## config.mk

```make
export PLATFORM = sky130hd
export DESIGN_NAME = clock_source_mode_control
export DESIGN_NICKNAME = d
export VERILOG_FILES = /design/src/rtl/clk_mode_pkg.sv /design/src/rtl/clock_source_mode_control.sv
export SDC_FILE = /design/constraint.sdc
export NUM_CORES = 1
export LEC_CHECK = 0
export BUFFER_PORTS_ARGS = -buffer_cell sky130_fd_sc_hd__buf_4
export CAP_MARGIN = 40
export CELL_PAD_IN_SITES_DETAIL_PLACEMENT = 2
export CELL_PAD_IN_SITES_GLOBAL_PLACEMENT = 2
export CORE_ASPECT_RATIO = 0.7
export CORE_UTILIZATION = 31
export CTS_CLUSTER_SIZE = 12
export DETAILED_ROUTE_END_ITERATION = 12
export GPL_TIMING_DRIVEN = 0
export PLACE_DENSITY = 0.8
export SETUP_SLACK_MARGIN = 0.3
export SYNTH_ARGS = -nofsm -noshare
export SYNTH_HDL_FRONTEND = slang
export SYNTH_SLANG_ARGS = --single-unit
```

## constraint.sdc

```tcl
create_clock -name clk_sys -period 1.8 [get_ports clk_sys]
set_clock_uncertainty 0.05 [all_clocks]
set_input_delay 0.09 -clock clk_sys [delete_from_list [all_inputs] [get_ports clk_sys]]
set_output_delay 0.09 -clock clk_sys [all_outputs]
set_load 0.05 [all_outputs]
```

## src/rtl/clk_mode_pkg.sv

```systemverilog
// Constants and types for the clock source mode control block.
// Assumes one system clock; reference clocks arrive as synchronous tick pulses.
// Function
// - Reference status bit 4 reads 0 for external, 1 for internal reference.
// - Reference status follows the select only after a domain crossing.
// - Mode status bits 3-2: FLL, bypass internal, bypass external, reserved.
// - Mode status follows source select only after synchronization.
// - Oscillator ready bit 1 sets after start-up cycles when requested.
// - Oscillator ready clears only when external enable or request clears.
// - Fine trim bit 0 lengthens period when set, shortens when cleared.
// - Seven operating states, moving only along allowed transitions.
// - Reset state is engaged internal with internal reference and debug clock.
// - Engaged modes take the output from the FLL locked at 1024 times.
// - Select 00 with external reference gives engaged external mode.
// - Select 01 internal with debug or no low power gives bypass internal.
// - Select 01 internal low power without debug disables FLL, debug clock.
// - Select 10 external with debug or no low power gives bypass external.
// - Select 10 external low power without debug disables FLL, debug clock.
// - Stop holds every generated clock static except kept-alive references.
// - Internal reference output runs in stop only with enable and stop bit.
// - External reference output runs in stop only with enable and stop bit.
// - Reference divider divides by two to its value, 000 after reset.
// - Bus divider divides by 1, 2, 4 or 8; reset value divide by 2.
// - Source select 11 is treated as 00.
// - Source change waits for new clock cycles; unavailable keeps old one.
package clk_mode_pkg;

  localparam logic [3:0] ADDR_CTRL1  = 4'h0;
  localparam logic [3:0] ADDR_CTRL2  = 4'h1;
  localparam logic [3:0] ADDR_TRIM   = 4'h2;
  localparam logic [3:0] ADDR_STATUS = 4'h3;

  // Control register 1 fields.
  localparam int C1_SRC_LSB   = 6;
  localparam int C1_REF_DIVIDER_LSB  = 3;
  localparam int C1_REFSEL    = 2;
  localparam int C1_IREN      = 1;
  localparam int C1_IRSTOP    = 0;
  // Control register 2 fields.
  localparam int C2_BUS_DIVIDER_LSB  = 6;
  localparam int C2_LP        = 3;
  localparam int C2_OSCREQ    = 2;
  localparam int C2_EREN      = 1;
  localparam int C2_ERSTOP    = 0;
  // Status register fields.
  localparam int ST_REFST     = 4;
  localparam int ST_MODE_LSB  = 2;
  localparam int ST_OSCRDY    = 1;
  localparam int ST_FINE_TRIM     = 0;

  localparam logic [7:0] CTRL1_RESET = 8'h04;
  localparam logic [7:0] CTRL2_RESET = 8'h40;
  localparam logic [7:0] TRIM_RESET  = 8'h80;

  localparam logic [1:0] SRC_FLL = 2'h0;
  localparam logic [1:0] SRC_INT = 2'h1;
  localparam logic [1:0] SRC_EXT = 2'h2;
  localparam logic [1:0] SRC_RSV = 2'h3;

  // Oscillator start-up and clock switch settling, in reference edges.
  localparam int OSC_INIT_CYCLES = 4096;
  localparam int SWITCH_CYCLES   = 4;

  typedef enum logic [2:0] {
    ST_ENG_INT, ST_ENG_EXT, ST_BYP_INT, ST_BYP_INT_LP,
    ST_BYP_EXT, ST_BYP_EXT_LP, ST_STOP
  } mode_type;

  typedef struct packed {
    logic [3:0] addr;
    logic [7:0] wdata;
    logic       wr;
    logic       rd;
  } bus_req_type;

  typedef struct packed {
    logic sys_en;
    logic dbg_en;
    logic int_ref_en;
    logic ext_ref_en;
    logic fll_en;
  } clk_gate_type;

endpackage : clk_mode_pkg

```

## src/rtl/clock_source_mode_control.sv

```systemverilog
// Mode selection, status and clock gating of the clock generator.
// Assumes reference clock activity arrives as synchronous tick pulses.
//
// The placing of the registers and the strobed register port were decided locally.
module clock_source_mode_control #(
  parameter int OSC_INIT = clk_mode_pkg::OSC_INIT_CYCLES,
  parameter int SW_CYC   = clk_mode_pkg::SWITCH_CYCLES
) (
  // Clock and reset
  input  wire logic                       clk_sys,
  input  wire logic                       srst,
  // Register port
  input  wire clk_mode_pkg::bus_req_type  bus_req,
  output logic [7:0]                      rdata,
  // System conditions
  input  wire logic                       debug_active,
  input  wire logic                       stop_req,
  input  wire logic                       int_ref_tick,
  input  wire logic                       ext_ref_tick,
  // Clock control outputs
  output clk_mode_pkg::clk_gate_type      gates,
  output clk_mode_pkg::mode_type          mode,
  output logic [1:0]                      active_src,
  output logic [2:0]                      ref_divider,
  output logic [1:0]                      bus_divider,
  output logic [8:0]                      trim_code
);

  typedef struct packed {
    logic [7:0]             ctrl1;
    logic [7:0]             ctrl2;
    logic [7:0]             trim;
    logic                   fine_trim;
    logic                   osc_ready;
    logic [15:0]            osc_cnt;
    logic [1:0]             src_act;
    logic [1:0]             src_pend;
    logic [3:0]             sw_cnt;
    logic                   ref_act;
    logic [3:0]             ref_cnt;
    logic [2:0]             ref_sync;
    logic [3:0]             mode_sync;
    clk_mode_pkg::mode_type mode;
    logic [7:0]             rdata;
  } state_type;

  state_type s_q;
  state_type s_d;

  logic [1:0] src_req;
  logic       ref_sel;
  logic       lp_off;
  logic       ext_req;
  logic       new_tick;
  clk_mode_pkg::mode_type mode_next;
  logic [1:0] mode_code;

  always_comb begin
    src_req = s_q.ctrl1[clk_mode_pkg::C1_SRC_LSB +: 2];
    if (src_req == clk_mode_pkg::SRC_RSV) begin
      src_req = clk_mode_pkg::SRC_FLL;
    end
    ref_sel = s_q.ctrl1[clk_mode_pkg::C1_REFSEL];
    lp_off  = s_q.ctrl2[clk_mode_pkg::C2_LP] && !debug_active;
    ext_req = s_q.ctrl2[clk_mode_pkg::C2_EREN] ||
              (s_q.mode inside {clk_mode_pkg::ST_ENG_EXT,
                                clk_mode_pkg::ST_BYP_EXT,
                                clk_mode_pkg::ST_BYP_EXT_LP});
    case (src_req)
      clk_mode_pkg::SRC_INT: new_tick = int_ref_tick;
      clk_mode_pkg::SRC_EXT: new_tick = ext_ref_tick;
      default:               new_tick = 1'b1;
    endcase
  end

  // Mode from the active source, the reference select and low power.
  always_comb begin
    mode_next = s_q.mode;
    if (stop_req) begin
      mode_next = clk_mode_pkg::ST_STOP;
    end else begin
      case (s_q.src_act)
        clk_mode_pkg::SRC_INT: begin
          if (s_q.ref_act) begin
            mode_next = lp_off ? clk_mode_pkg::ST_BYP_INT_LP
                               : clk_mode_pkg::ST_BYP_INT;
          end
        end
        clk_mode_pkg::SRC_EXT: begin
          if (!s_q.ref_act) begin
            mode_next = lp_off ? clk_mode_pkg::ST_BYP_EXT_LP
                               : clk_mode_pkg::ST_BYP_EXT;
          end
        end
        default: begin
          mode_next = s_q.ref_act ? clk_mode_pkg::ST_ENG_INT
                                  : clk_mode_pkg::ST_ENG_EXT;
        end
      endcase
    end
  end

  always_comb begin
    case (s_q.mode)
      clk_mode_pkg::ST_BYP_INT, clk_mode_pkg::ST_BYP_INT_LP:
        mode_code = clk_mode_pkg::SRC_INT;
      clk_mode_pkg::ST_BYP_EXT, clk_mode_pkg::ST_BYP_EXT_LP:
        mode_code = clk_mode_pkg::SRC_EXT;
      default:
        mode_code = clk_mode_pkg::SRC_FLL;
    endcase
  end

  always_comb begin
    s_d = s_q;
    if (bus_req.wr) begin
      if (bus_req.addr == clk_mode_pkg::ADDR_CTRL1) begin
        s_d.ctrl1 = bus_req.wdata;
      end else if (bus_req.addr == clk_mode_pkg::ADDR_CTRL2) begin
        s_d.ctrl2 = bus_req.wdata;
      end else if (bus_req.addr == clk_mode_pkg::ADDR_TRIM) begin
        s_d.trim = bus_req.wdata;
      end else if (bus_req.addr == clk_mode_pkg::ADDR_STATUS) begin
        s_d.fine_trim = bus_req.wdata[clk_mode_pkg::ST_FINE_TRIM];
      end
    end
    // Source switch after a few cycles of the new clock.
    if (src_req != s_q.src_pend) begin
      s_d.src_pend = src_req;
      s_d.sw_cnt   = '0;
    end else if (src_req != s_q.src_act && new_tick) begin
      if (s_q.sw_cnt == 4'(SW_CYC - 1)) begin
        s_d.src_act = src_req;
        s_d.sw_cnt  = '0;
      end else begin
        s_d.sw_cnt = s_q.sw_cnt + 4'h1;
      end
    end
    // Reference select switch after a few undivided cycles of the newly selected reference.
    if (ref_sel == s_q.ref_act) begin
      s_d.ref_cnt = '0;
    end else if (ref_sel ? int_ref_tick : ext_ref_tick) begin
      if (s_q.ref_cnt == 4'(SW_CYC - 1)) begin
        s_d.ref_act = ref_sel;
        s_d.ref_cnt = '0;
      end else begin
        s_d.ref_cnt = s_q.ref_cnt + 4'h1;
      end
    end
    s_d.mode = mode_next;
    // Three-stage reference and two-stage mode synchronizers into the register domain.
    s_d.ref_sync  = {s_q.ref_sync[1:0], s_q.ref_act};
    s_d.mode_sync = {s_q.mode_sync[1:0], mode_code};
    // Oscillator start-up count.
    if (!s_d.ctrl2[clk_mode_pkg::C2_EREN] ||
        !s_d.ctrl2[clk_mode_pkg::C2_OSCREQ]) begin
      s_d.osc_ready = 1'b0;
      s_d.osc_cnt   = '0;
    end else if (ext_req && !s_q.osc_ready && ext_ref_tick) begin
      if (s_q.osc_cnt == 16'(OSC_INIT - 1)) begin
        s_d.osc_ready = 1'b1;
      end else begin
        s_d.osc_cnt = s_q.osc_cnt + 16'h1;
      end
    end
    s_d.rdata = '0;
    if (bus_req.rd) begin
      if (bus_req.addr == clk_mode_pkg::ADDR_CTRL1) begin
        s_d.rdata = s_q.ctrl1;
      end else if (bus_req.addr == clk_mode_pkg::ADDR_CTRL2) begin
        s_d.rdata = s_q.ctrl2;
      end else if (bus_req.addr == clk_mode_pkg::ADDR_TRIM) begin
        s_d.rdata = s_q.trim;
      end else if (bus_req.addr == clk_mode_pkg::ADDR_STATUS) begin
        s_d.rdata = {3'h0, s_q.ref_sync[2], s_q.mode_sync[3:2],
                     s_q.osc_ready, s_q.fine_trim};
      end
    end
  end

  always_ff @(posedge clk_sys) begin
    if (srst) begin
      s_q.ctrl1     <= clk_mode_pkg::CTRL1_RESET;
      s_q.ctrl2     <= clk_mode_pkg::CTRL2_RESET;
      s_q.trim      <= clk_mode_pkg::TRIM_RESET;
      s_q.fine_trim <= 1'b0;
      s_q.osc_ready <= 1'b0;
      s_q.osc_cnt   <= '0;
      s_q.src_act   <= clk_mode_pkg::SRC_FLL;
      s_q.src_pend  <= clk_mode_pkg::SRC_FLL;
      s_q.sw_cnt    <= '0;
      s_q.ref_act   <= 1'b1;
      s_q.ref_cnt   <= '0;
      s_q.ref_sync  <= 3'h7;
      s_q.mode_sync <= 4'h0;
      s_q.mode      <= clk_mode_pkg::ST_ENG_INT;
      s_q.rdata     <= '0;
    end else begin
      s_q <= s_d;
    end
  end

  logic stopped;
  assign stopped = (s_q.mode == clk_mode_pkg::ST_STOP);

  always_comb begin
    gates.sys_en = !stopped;
    gates.fll_en = !stopped &&
      !(s_q.mode inside {clk_mode_pkg::ST_BYP_INT_LP,
                         clk_mode_pkg::ST_BYP_EXT_LP});
    gates.dbg_en = gates.fll_en;
    gates.int_ref_en = stopped ?
      (s_q.ctrl1[clk_mode_pkg::C1_IREN] &&
       s_q.ctrl1[clk_mode_pkg::C1_IRSTOP]) :
      s_q.ctrl1[clk_mode_pkg::C1_IREN];
    gates.ext_ref_en = stopped ?
      (s_q.ctrl2[clk_mode_pkg::C2_EREN] &&
       s_q.ctrl2[clk_mode_pkg::C2_ERSTOP]) :
      s_q.ctrl2[clk_mode_pkg::C2_EREN];
  end

  assign rdata       = s_q.rdata;
  assign mode        = s_q.mode;
  assign active_src  = s_q.src_act;
  assign ref_divider = s_q.ctrl1[clk_mode_pkg::C1_REF_DIVIDER_LSB +: 3];
  assign bus_divider = s_q.ctrl2[clk_mode_pkg::C2_BUS_DIVIDER_LSB +: 2];
  assign trim_code   = {s_q.trim, s_q.fine_trim};

  chk_status_lag: assert property (@(posedge clk_sys) disable iff (srst)
    $changed(s_q.ref_act) |=> !$changed(s_q.ref_sync[2]) ##1
      1'b1 ##1 (s_q.ref_sync[2] == $past(s_q.ref_act, 3)))
    else $error("reference status not lagging");
  chk_reserved_src: assert property (@(posedge clk_sys) disable iff (srst)
    s_q.src_pend != clk_mode_pkg::SRC_RSV)
    else $error("reserved source pending");
  chk_stop_gates: assert property (@(posedge clk_sys) disable iff (srst)
    stopped |-> !gates.sys_en && !gates.dbg_en && !gates.fll_en)
    else $error("clock running in stop");
  chk_int_stop: assert property (@(posedge clk_sys) disable iff (srst)
    stopped && !s_q.ctrl1[clk_mode_pkg::C1_IRSTOP] |-> !gates.int_ref_en)
    else $error("internal reference running in stop");
  chk_ext_stop: assert property (@(posedge clk_sys) disable iff (srst)
    stopped && !s_q.ctrl2[clk_mode_pkg::C2_ERSTOP] |-> !gates.ext_ref_en)
    else $error("external reference running in stop");
  chk_osc_clear: assert property (@(posedge clk_sys) disable iff (srst)
    $fell(s_q.osc_ready) |-> !s_q.ctrl2[clk_mode_pkg::C2_EREN] ||
      !s_q.ctrl2[clk_mode_pkg::C2_OSCREQ])
    else $error("oscillator ready cleared wrongly");
  chk_lowpwr_fll: assert property (@(posedge clk_sys) disable iff (srst)
    s_q.mode == clk_mode_pkg::ST_BYP_INT_LP |-> !gates.fll_en && !gates.dbg_en)
    else $error("fll on in low power");
  chk_source_settle: assert property (@(posedge clk_sys) disable iff (srst)
    $changed(s_q.src_act) |-> $past(new_tick))
    else $error("source switched without new clock");
  cov_bypass_int: cover property (@(posedge clk_sys)
    s_q.mode == clk_mode_pkg::ST_BYP_INT);
  cov_eng_ext: cover property (@(posedge clk_sys)
    s_q.mode == clk_mode_pkg::ST_ENG_EXT);
  cov_osc_ready: cover property (@(posedge clk_sys) $rose(s_q.osc_ready));
  cov_stop_mode: cover property (@(posedge clk_sys)
    s_q.mode == clk_mode_pkg::ST_STOP);
  cov_bypass_ext_lp: cover property (@(posedge clk_sys)
    s_q.mode == clk_mode_pkg::ST_BYP_EXT_LP);

  chk_status_zero: assert property (@(posedge clk_sys) disable iff (srst)
    $past(bus_req.rd) && $past(bus_req.addr) == clk_mode_pkg::ADDR_STATUS
    |-> rdata[7:5] == 3'h0)
    else $error("reserved status bits not zero");

  chk_rdata_idle: assert property (@(posedge clk_sys) disable iff (srst)
    !$past(bus_req.rd) |-> rdata == 8'h00)
    else $error("read data not idle");

  chk_ref_status_bit: assert property (@(posedge clk_sys) disable iff (srst)
    $past(bus_req.rd) && $past(bus_req.addr) == clk_mode_pkg::ADDR_STATUS
    |-> rdata[clk_mode_pkg::ST_REFST] == $past(s_q.ref_sync[2]))
    else $error("reference status bit wrong");

  chk_mode_status_field: assert property (@(posedge clk_sys) disable iff (srst)
    $past(bus_req.rd) && $past(bus_req.addr) == clk_mode_pkg::ADDR_STATUS
    |-> rdata[3:2] == $past(s_q.mode_sync[3:2]))
    else $error("mode status field wrong");

  chk_mode_code_range: assert property (@(posedge clk_sys) disable iff (srst)
    s_q.mode_sync[1:0] != clk_mode_pkg::SRC_RSV)
    else $error("reserved mode status code");

  chk_src_never_rsv: assert property (@(posedge clk_sys) disable iff (srst)
    s_q.src_act != clk_mode_pkg::SRC_RSV)
    else $error("reserved source active");

  chk_fll_engaged: assert property (@(posedge clk_sys) disable iff (srst)
    s_q.mode inside {clk_mode_pkg::ST_ENG_INT, clk_mode_pkg::ST_ENG_EXT}
    |-> gates.fll_en && gates.sys_en)
    else $error("fll off in engaged mode");

  chk_lowpwr_ext: assert property (@(posedge clk_sys) disable iff (srst)
    s_q.mode == clk_mode_pkg::ST_BYP_EXT_LP |-> !gates.fll_en && !gates.dbg_en)
    else $error("fll on in external low power");

  chk_bypass_int_fll: assert property (@(posedge clk_sys) disable iff (srst)
    s_q.mode == clk_mode_pkg::ST_BYP_INT |-> gates.fll_en && gates.dbg_en)
    else $error("fll off in internal bypass");

  chk_bypass_ext_fll: assert property (@(posedge clk_sys) disable iff (srst)
    s_q.mode == clk_mode_pkg::ST_BYP_EXT |-> gates.fll_en && gates.dbg_en)
    else $error("fll off in external bypass");

  chk_osc_ready_req: assert property (@(posedge clk_sys) disable iff (srst)
    s_q.osc_ready |-> s_q.ctrl2[clk_mode_pkg::C2_EREN] &&
      s_q.ctrl2[clk_mode_pkg::C2_OSCREQ])
    else $error("oscillator ready without request");

  chk_stop_entry: assert property (@(posedge clk_sys) disable iff (srst)
    stop_req |=> s_q.mode == clk_mode_pkg::ST_STOP)
    else $error("stop not entered");

  chk_stop_exit: assert property (@(posedge clk_sys) disable iff (srst)
    s_q.mode == clk_mode_pkg::ST_STOP |-> $past(stop_req))
    else $error("stop held without request");

  chk_int_run: assert property (@(posedge clk_sys) disable iff (srst)
    !stopped |-> gates.int_ref_en == s_q.ctrl1[clk_mode_pkg::C1_IREN])
    else $error("internal reference gate wrong");

  chk_ext_run: assert property (@(posedge clk_sys) disable iff (srst)
    !stopped |-> gates.ext_ref_en == s_q.ctrl2[clk_mode_pkg::C2_EREN])
    else $error("external reference gate wrong");

  chk_mode_sync_stage: assert property (@(posedge clk_sys) disable iff (srst)
    s_q.mode_sync[3:2] == $past(s_q.mode_sync[1:0]))
    else $error("mode synchronizer stage skipped");

  chk_ref_sync_stage: assert property (@(posedge clk_sys) disable iff (srst)
    s_q.ref_sync[2:1] == $past(s_q.ref_sync[1:0]))
    else $error("reference synchronizer stage skipped");

  chk_switch_pend: assert property (@(posedge clk_sys) disable iff (srst)
    $changed(s_q.src_act) |-> s_q.src_act == $past(s_q.src_pend))
    else $error("source switched to unsettled request");

  chk_switch_count: assert property (@(posedge clk_sys) disable iff (srst)
    $changed(s_q.src_act) |-> $past(s_q.sw_cnt) == 4'(SW_CYC - 1))
    else $error("source switched before settling count");

endmodule : clock_source_mode_control

```

# ---- After elaboration in Yosys (flattened, before gate mapping)
# Index checks and enable logic that the tools add are counted.
# Widths: inputs -> output; s select.
dict set report op_classes {
  n_addsub 3
  n_div 0
  shift 0
  mul 0
  eq_ne 24
  magnitude_cmp 0
  n_reduce_logical 35
  muxes 26
  bitwise_logic 7
}
# op count
set op_table {}
lappend op_table {{$mux 8} 4}
lappend op_table {{$mux 12} 2}
lappend op_table {{$add 16x1->16 const B} 1}
lappend op_table {{$eq 16x12->1 const B} 1}
lappend op_table {{$eq 4x2->1 const B} 4}
lappend op_table {{$reduce_or 2->1} 7}
lappend op_table {{$mux 3} 4}
lappend op_table {{$reduce_and 2->1} 5}
lappend op_table {{$eq 3x3->1 const B} 3}
lappend op_table {{$mux 9} 1}
lappend op_table {{$reduce_and 3->1} 3}
lappend op_table {{$add 4x1->4 const B} 2}
lappend op_table {{$mux 1} 8}
lappend op_table {{$mux 4} 2}
lappend op_table {{$logic_and 1x1->1} 7}
lappend op_table {{$not 1->1} 7}
lappend op_table {{$eq 2x2->1 const B} 3}
lappend op_table {{$eq 3x2->1 const B} 2}
lappend op_table {{$logic_not 1->1} 6}
lappend op_table {{$ne 3x3->1 const B} 2}
lappend op_table {{$pmux 3 s2} 1}
lappend op_table {{$mux 5} 1}
lappend op_table {{$reduce_and 5->1} 1}
lappend op_table {{$eq 2x1->1 const B} 2}
lappend op_table {{13 further kinds} 16}
dict set report word_totals {
  latchBits 0
  memories 0
  in_bits 20
  rom_bits 0
  output_inout_bits 32
  elab_cells 112
  mem_bits_rw 0
  regBits 73
}

# ---- Depth between registers and ports, before layout
# Gate-level depths: netlist (run 1).
dict set report logic_depth {
  word_depth 9
  ltp_mapped 6
  ltp_nobuf 6
}

# ---- Worst setup path before layout (run 1)
# Ideal clock, no wire load.
dict set report synth_path {
  path_kind {reg-to-reg}
  from {reg s_q[23] (netlist bit)}
  to {reg s_q (netlist bit active_src[0])}
  period_less_slack_ns 1.858
  required_ns 1.622
  slack_ns -0.058
  arrival_ns 1.681
  stages_incl_launch_ff 6
  path_buffers 0
  setup_time_ns 0.128
  path_cell_list {dfxtp_1 -> ha_1 -> or3b_2 -> nor4_1 -> mux2i_1 -> nor2_1}
}
dict set report synth_via {
  elab_chain_cells 2
}
# item line
set synth_rtl {}
lappend synth_rtl {{from (decl)} clock_source_mode_control.sv:47} ;# state_type s_q;
lappend synth_rtl {{$eq 4x2->1} clock_source_mode_control.sv:132} ;# if (s_q.sw_cnt == 4'(SW_CYC - 1)) begin
lappend synth_rtl {{$reduce_and 3->1 (no line)} --}
# No other way between the ends.
# A chain may end at the register's enable or synchronous reset.

# ---- Final worst setup path (run 1)
dict set report layout_path {
  from {reg s_q[45] (netlist bit)}
  to {reg s_q[37] (netlist bit)}
}
dict set report layout_via {
  elab_chain_cells 3
}
# item line
set layout_rtl {}
lappend layout_rtl {{$eq 16x12->1} clock_source_mode_control.sv:160} ;# if (s_q.osc_cnt == 16'(OSC_INIT - 1)) begin
lappend layout_rtl {{$not 1->1 (no line)} --}
lappend layout_rtl {{$reduce_and 2->1 (no line)} --}
# No other way between the ends.

==> impl_metrics.ini, run 1 <==
[sta]
grt_setup_unrepaired = true
setup_violations = 1
fmax_mhz = 544.0
tightest_slew_ns = 0.7386
min_period_over_period = 1.021
drv_slew = 0
max-slew-margin-rel = 0.5076
timing.final.ws_setup_ns = -0.03820
min_period_ns = 1.838
tns_ns = -0.03820
hold_violations = 0

[power_and_ir_drop]
p_leak_nw = 2.033
ir_drop_mv = 0.4332
p_per_area_nw_per_um2 = 720.9

[logic_synthesis]
synth_edf_count = 0
syn_inst = 393
synth_area_leaders = dfxtp_1 41%, mux2i_1 6.1%, buf_4 5.9%, a21oi_1 4.5%, nor2_1 3.9%
synth_seq_cells = 73
synth_top_area_frac = 0.4078
syn_avg_cell_area_um2 = 9.118
synth_warnings = 0
synth_top_flop_cell = dfxtp_1
synth_nets = 422
async_flop_share = 0
yosysTopAreaCell = dfxtp_1
ys_seq_area_frac = 0.4078
synth.distinct_cells = 55
netlist_area_um2 = 3583

[place]
place.gp.congestion = 0.7356
port_buffers = 50
place_hpwl_mm = 8.226
dp_cells = 596

[cts]
htreeDepth = 3
root_buffer = clkbuf_16
clk_transition_reported_paths_ns = 0.06
clock_sinks = 73
clk_latency_ns = 0.35
clk_path_buf_depth = 2
cts_made_buffers = 9
cts_tree = done

[cells_and_area]
nets = 521
drive_gt1_frac = 0.4708
multiInputGateArea_um2 = 2221
final_common_cell = buf_4
register_area_um2 = 1510
final_cells = 651
mostFrequentLayoutCells = 93 x buf_4, 52 x dfxtp_1, 34 x nor2_1, 24 x nand2_1, 22 x mux2i_1
areaGrowthSynthToFinish_pct = 48.01
fillers = 1186

[critical_path]
crit_path_start_kind = flop
path_cells = or4_4, buf_6, nor3_4, o31ai_1, a21oi_1
cp_max_fo = 5
cp.required_ns = 2.00
path_class = reg2reg
cp_slowest_cell = or4_4
crit_family = simple AND/OR/NAND/NOR gates
worst_ep_arrival_time_ns = 2.04
end_kind = flop
critPathBufInv = 1
max_stage_delay_ns = 0.56

[floorplanning]
start_util = 0.3219
placementRows = 32
core_area_um2 = 11130
top_level_ports = 52
die_area_um2 = 12000
fp.dieW_um = 130.5
fp.dieH_um = 91.96

[hold_path]
worstHoldPathType = in2reg

[global_routing]
grt_pass1_vias = 4032
antenna_found_initial = 1
grt_max_degree = 12
overflow = 0
grt_pass1_wl_mm = 24.70
track_usage = 0.2860

[route]
drt_iter0_drc = 241
routed_wl_mm = 18.03
via_count = 3694
drt_first_pass_iters = 5
viasPerCell = 5.674
wl_per_cell_um = 27.70
ant_nets = 0
drc = 0

[run_status]
status = complete, but fails checks
violations = setup timing

[flow_run]
cap_viol_max_count = 0
==> final timing paths <==
kind | start | to | slack, ns | cells after the start
setup / recovery | s_q[45] | s_q[37] | -0.04 | 5
hold / removal | srst | s_q[25] | 0.02 | 3
setup reg to reg | s_q[45] | s_q[37] | -0.04 | 5
hold reg to reg | s_d[17] | s_q[17] | 0.39 | 1
==> where the power goes <==
part	switching [mW]	leakage [nW]	internal [mW]	total, mW
registers	0.0192	0.602	1.62	1.64
logic	0.198	1.29	0.125	0.324
clock network	0.751	0.144	1.11	1.86
total	0.968	2.03	2.86	3.82
==> synth_stat cells, drive strengths merged (2+ instances only) <==
master and n:
nor2b 12, or4 10, o21a 2, a22oi 5, xnor2 5, inv 10
o21ai 7, mux2 6, xor2 5, a22o 5, nor4 5, or3 3
and4 3, buf 34, o221a 4, ha 9, nand4 5, clkbuf 9
o21ba 3, nor2 37, or2 4, mux2i 22, and3 2, o31ai 8
dfxtp 73, o211ai 2, or3b 3, nand3 14, nor3 8, a211oi 4
nand2 24, a21oi 32, nor3b 2
==> flip-flops by register name, summed over array words and instances, names as in the netlist, 2 cells and up <==
name / flops
bus_divider: 2
ref_divider: 3
s_q: 40
active_src: 2
trim_code: 9
mode: 3
s_d: 5
rdata: 8
==> stage by stage <==
stage	cell area (um^2)	util	hold WS, ns	power [mW]	setup WS (ns)
5_1_grt	5304	0.4765	0.02585	3.910	-0.05246
6_report	5304	0.4765	0.02120	3.824	-0.03820
2_1_floorplan	3707	-	0.1647	1.822	0.2367
3_3_place_gp	4274	0.3840	0.2858	1.923	-0.2846
3_5_place_dp	4274	0.3840	0.2874	1.931	-0.3957
4_1_cts	5110	0.4591	0.01139	3.762	0.09338
==> routing by layer <==
metal,part of all wire,GRT usage
met3,0.051,0.05951
met1,0.41,0.3368
met2,0.50,0.4974
met5,0,0
met4,0.038,0.1245
==> worst register-to-register path: stages, from the launching register on <==
cell	delay (ns)
dfxtp_2	0.36
or4_4	0.56
buf_6	0.17
nor3_4	0.25
o31ai_1	0.12
a21oi_1	0.22
==> what timing repair did <==
action | CTS | global route
gates resized for setup | 74 | 39
endpoints found under the setup margin | 37 | 48
pin swaps | 26 | 21
endpoints found under the hold margin | 20 | 0
hold buffers | 9 | 0
buffers inserted | 21 | 8
==> final cells by class <==
| cell class | count | share of cell area |
|---|---|---|
| antenna | 1 | 0.0004718 |
| buffer | 43 | 0.05449 |
| clock buffer | 13 | 0.04718 |
| clock inverter | 3 | 0.007549 |
| inverter | 10 | 0.007549 |
| multi-input combinational | 267 | 0.4187 |
| sequential | 73 | 0.2847 |
| tap | 153 | 0.03609 |
| timing repair buffer | 88 | 0.1432 |
==> logic make-up after synthesis <==
| group | Yosys count | share of synthesized area |
|---|---|---|
| buf+inv | 53 | 0.08694 |
| compound gates | 81 | 0.1582 |
| simple gates | 139 | 0.2109 |
| flops | 73 | 0.4078 |
| fa+ha+maj | 9 | 0.03143 |
| mux | 28 | 0.08031 |
| xor+xnor | 10 | 0.02444 |
No activity file was read; power rests on OpenSTA's default activity.
==> inputs of run 2 (changes only) <==
- SETUP_SLACK_MARGIN: 0.3 -> 0.4
- TNS_END_PERCENT: not set -> 10
==> run 2 against run 1 <==
Net effect:
- the run now ends clean
- die area unchanged
- critical endpoint is now s_q[44]
- power is 5.7% lower
- sequential share of layout area up 1.7 points
- flip-flop and latch count unchanged
- highest routed layer unchanged
- largest power group unchanged
- final area is 6.7% lower
- critical path type unchanged
- worst setup slack improved by 0.063 ns
- clock-buffer cell count unchanged
==> impl_metrics.ini, run 2 (same netlist as run 1, synthesis figures left out) <==
[run_status]
status = finished, final reports clean

[cells_and_area]
regMostFlops = s_q
areaGrowthSynthToFinish_pct = 38.16
nets = 512
largest_reg_flops = 40
final_common_cell = buf_4
drive_gt1_frac = 0.3832
mostFrequentLayoutCells = 97 x buf_4, 61 x dfxtp_1, 37 x nor2_1, 27 x a21oi_1, 24 x nand2_1
fillers = 1201
n_antenna_cell = 0
multiInputGateArea_um2 = 2057
register_area_um2 = 1494

[cts]
clk_transition_reported_paths_ns = 0.06
clk_path_buf_depth = 2
cts_made_buffers = 9
cts_tree = done
clk_latency_ns = 0.35
clock_sinks = 73
htreeDepth = 3
root_buffer = clkbuf_16

[global_routing]
grt_max_degree = 13
overflow = 0
grt_pass1_wl_mm = 20.82
track_usage = 0.2357
grt_pass1_vias = 3655
antenna_found_initial = 0

[critical_path]
ff2ff_setup_slack_ns = 0.02
critPathBufInv = 0
worst_ep_arrival_time_ns = 1.99
r2r-start = s_q[36]
r2r-end = s_q[44]
cp_slowest_cell = or4_1
reg2reg_depth = 4
path_class = reg2reg
cp_max_fo = 8
crit_family = simple AND/OR/NAND/NOR gates
path_cells = and4_1, o211ai_4, or4_1, a21oi_1
crit_path_start_kind = flop
max_stage_delay_ns = 0.53
end_kind = flop
cp.required_ns = 2.02

[flow_run]
cap_viol_max_count = 0

[floorplanning]
fp.dieW_um = 130.5
fp.dieH_um = 91.96
core_area_um2 = 11130
top_level_ports = 52
placementRows = 32
die_area_um2 = 12000
start_util = 0.3219

[power_and_ir_drop]
ir_drop_mv = 0.5469
p_leak_nw = 1.913
p_per_area_nw_per_um2 = 727.9

[route]
viasPerCell = 5.203
drt_iter0_drc = 142
routed_wl_mm = 13.36
via_count = 3335
drt_first_pass_iters = 4
ant_nets = 0
drc = 0
wl_per_cell_um = 20.85

[sta]
tightest_slew_ns = 0.7419
min_period_over_period = 0.9862
setup_violations = 0
max-slew-margin-rel = 0.5008
fmax_mhz = 563.3
grt_setup_unrepaired = true
drv_slew = 0
min_period_ns = 1.775
tns_ns = 0
hold_ws_ns = 0.05396
hold_violations = 0

[hold_path]
min_path_cells = 3
min_from = bus_req[4]
worstHoldPathType = in2reg
min_to = s_q[59]

[place]
port_buffers = 50
place_hpwl_mm = 8.170
place.gp.congestion = 0.7769
==> run 2: cell types whose count changed in the layout (fill, tap and decap cells not counted), moves of 4 or more <==
cell / change
dfxtp_1: +9
buf_4: +4
buf_6: -10
a21oi_1: +6
dfxtp_2: -7
==> run 2: routing by layer <==
| layer | vias to the layer above | routed length [um] | global-route usage |
|---|---|---|---|
| li1 | 1576 | - | - |
| met3 | 22 | 511 | 0.05076 |
| met5 | - | 0 | 0 |
| met1 | 1661 | 6087 | 0.2964 |
| met4 | 0 | 304 | 0.09674 |
| met2 | 76 | 6460 | 0.3884 |
==> run 2: tightest hold or removal path, stage by stage <==
cell and delay (ns):
buf_4 0.10, mux2i_1 0.09, nor2_1 0.12
==> run 2: through the flow <==
step	cell area [um^2]	utilization	cells	setup slack, ns	total power [mW]
floorplan	3736	-	393	0.2318	1.820
finish	4951	0.4448	641	0.02479	3.604
CTS	4870	0.4375	638	0.1072	3.623
detailed placement	4303	0.3866	596	-0.2687	1.931
global placement	4303	0.3866	596	-0.2703	1.921
global route	4951	0.4448	641	-0.06660	3.727
==> run 2: area by class of cell <==
type | count | share of cell area
multi-input combinational | 267 | 0.4155
sequential | 73 | 0.3017
timing repair buffer | 79 | 0.1251
buffer | 43 | 0.05686
clock buffer | 13 | 0.05054
tap | 153 | 0.03867
inverter | 10 | 0.008087
clock inverter | 3 | 0.003538
==> run 2: timing repair <==
item                       4_1_cts  5_1_grt
setup endpoints to repair       44       61
hold endpoints to repair        23        0
gates resized for setup         24       16
buffers inserted                17        3
pin swaps                        7        9
hold buffers                     9        0
==> run 2: report_power, final <==
part / leakage [nW] / switching (mW) / internal [mW] / total, mW
registers: 0.597 / 0.0150 / 1.62 / 1.64
logic: 1.19 / 0.170 / 0.113 / 0.283
clock network: 0.130 / 0.715 / 0.968 / 1.68
==> run 2: worst max path at each step <==
stage	start	end	cells past startpoint
final	s_q[36]	s_q[44]	4
after CTS	s_q[46]	s_q[39]	4
after global placement	bus_req[11]	s_q[47]	6
after floorplan	mode[1]	s_q[46]	5
after global routing	s_q[45]	s_q[31]	5
after detailed placement	bus_req[11]	s_q[47]	6
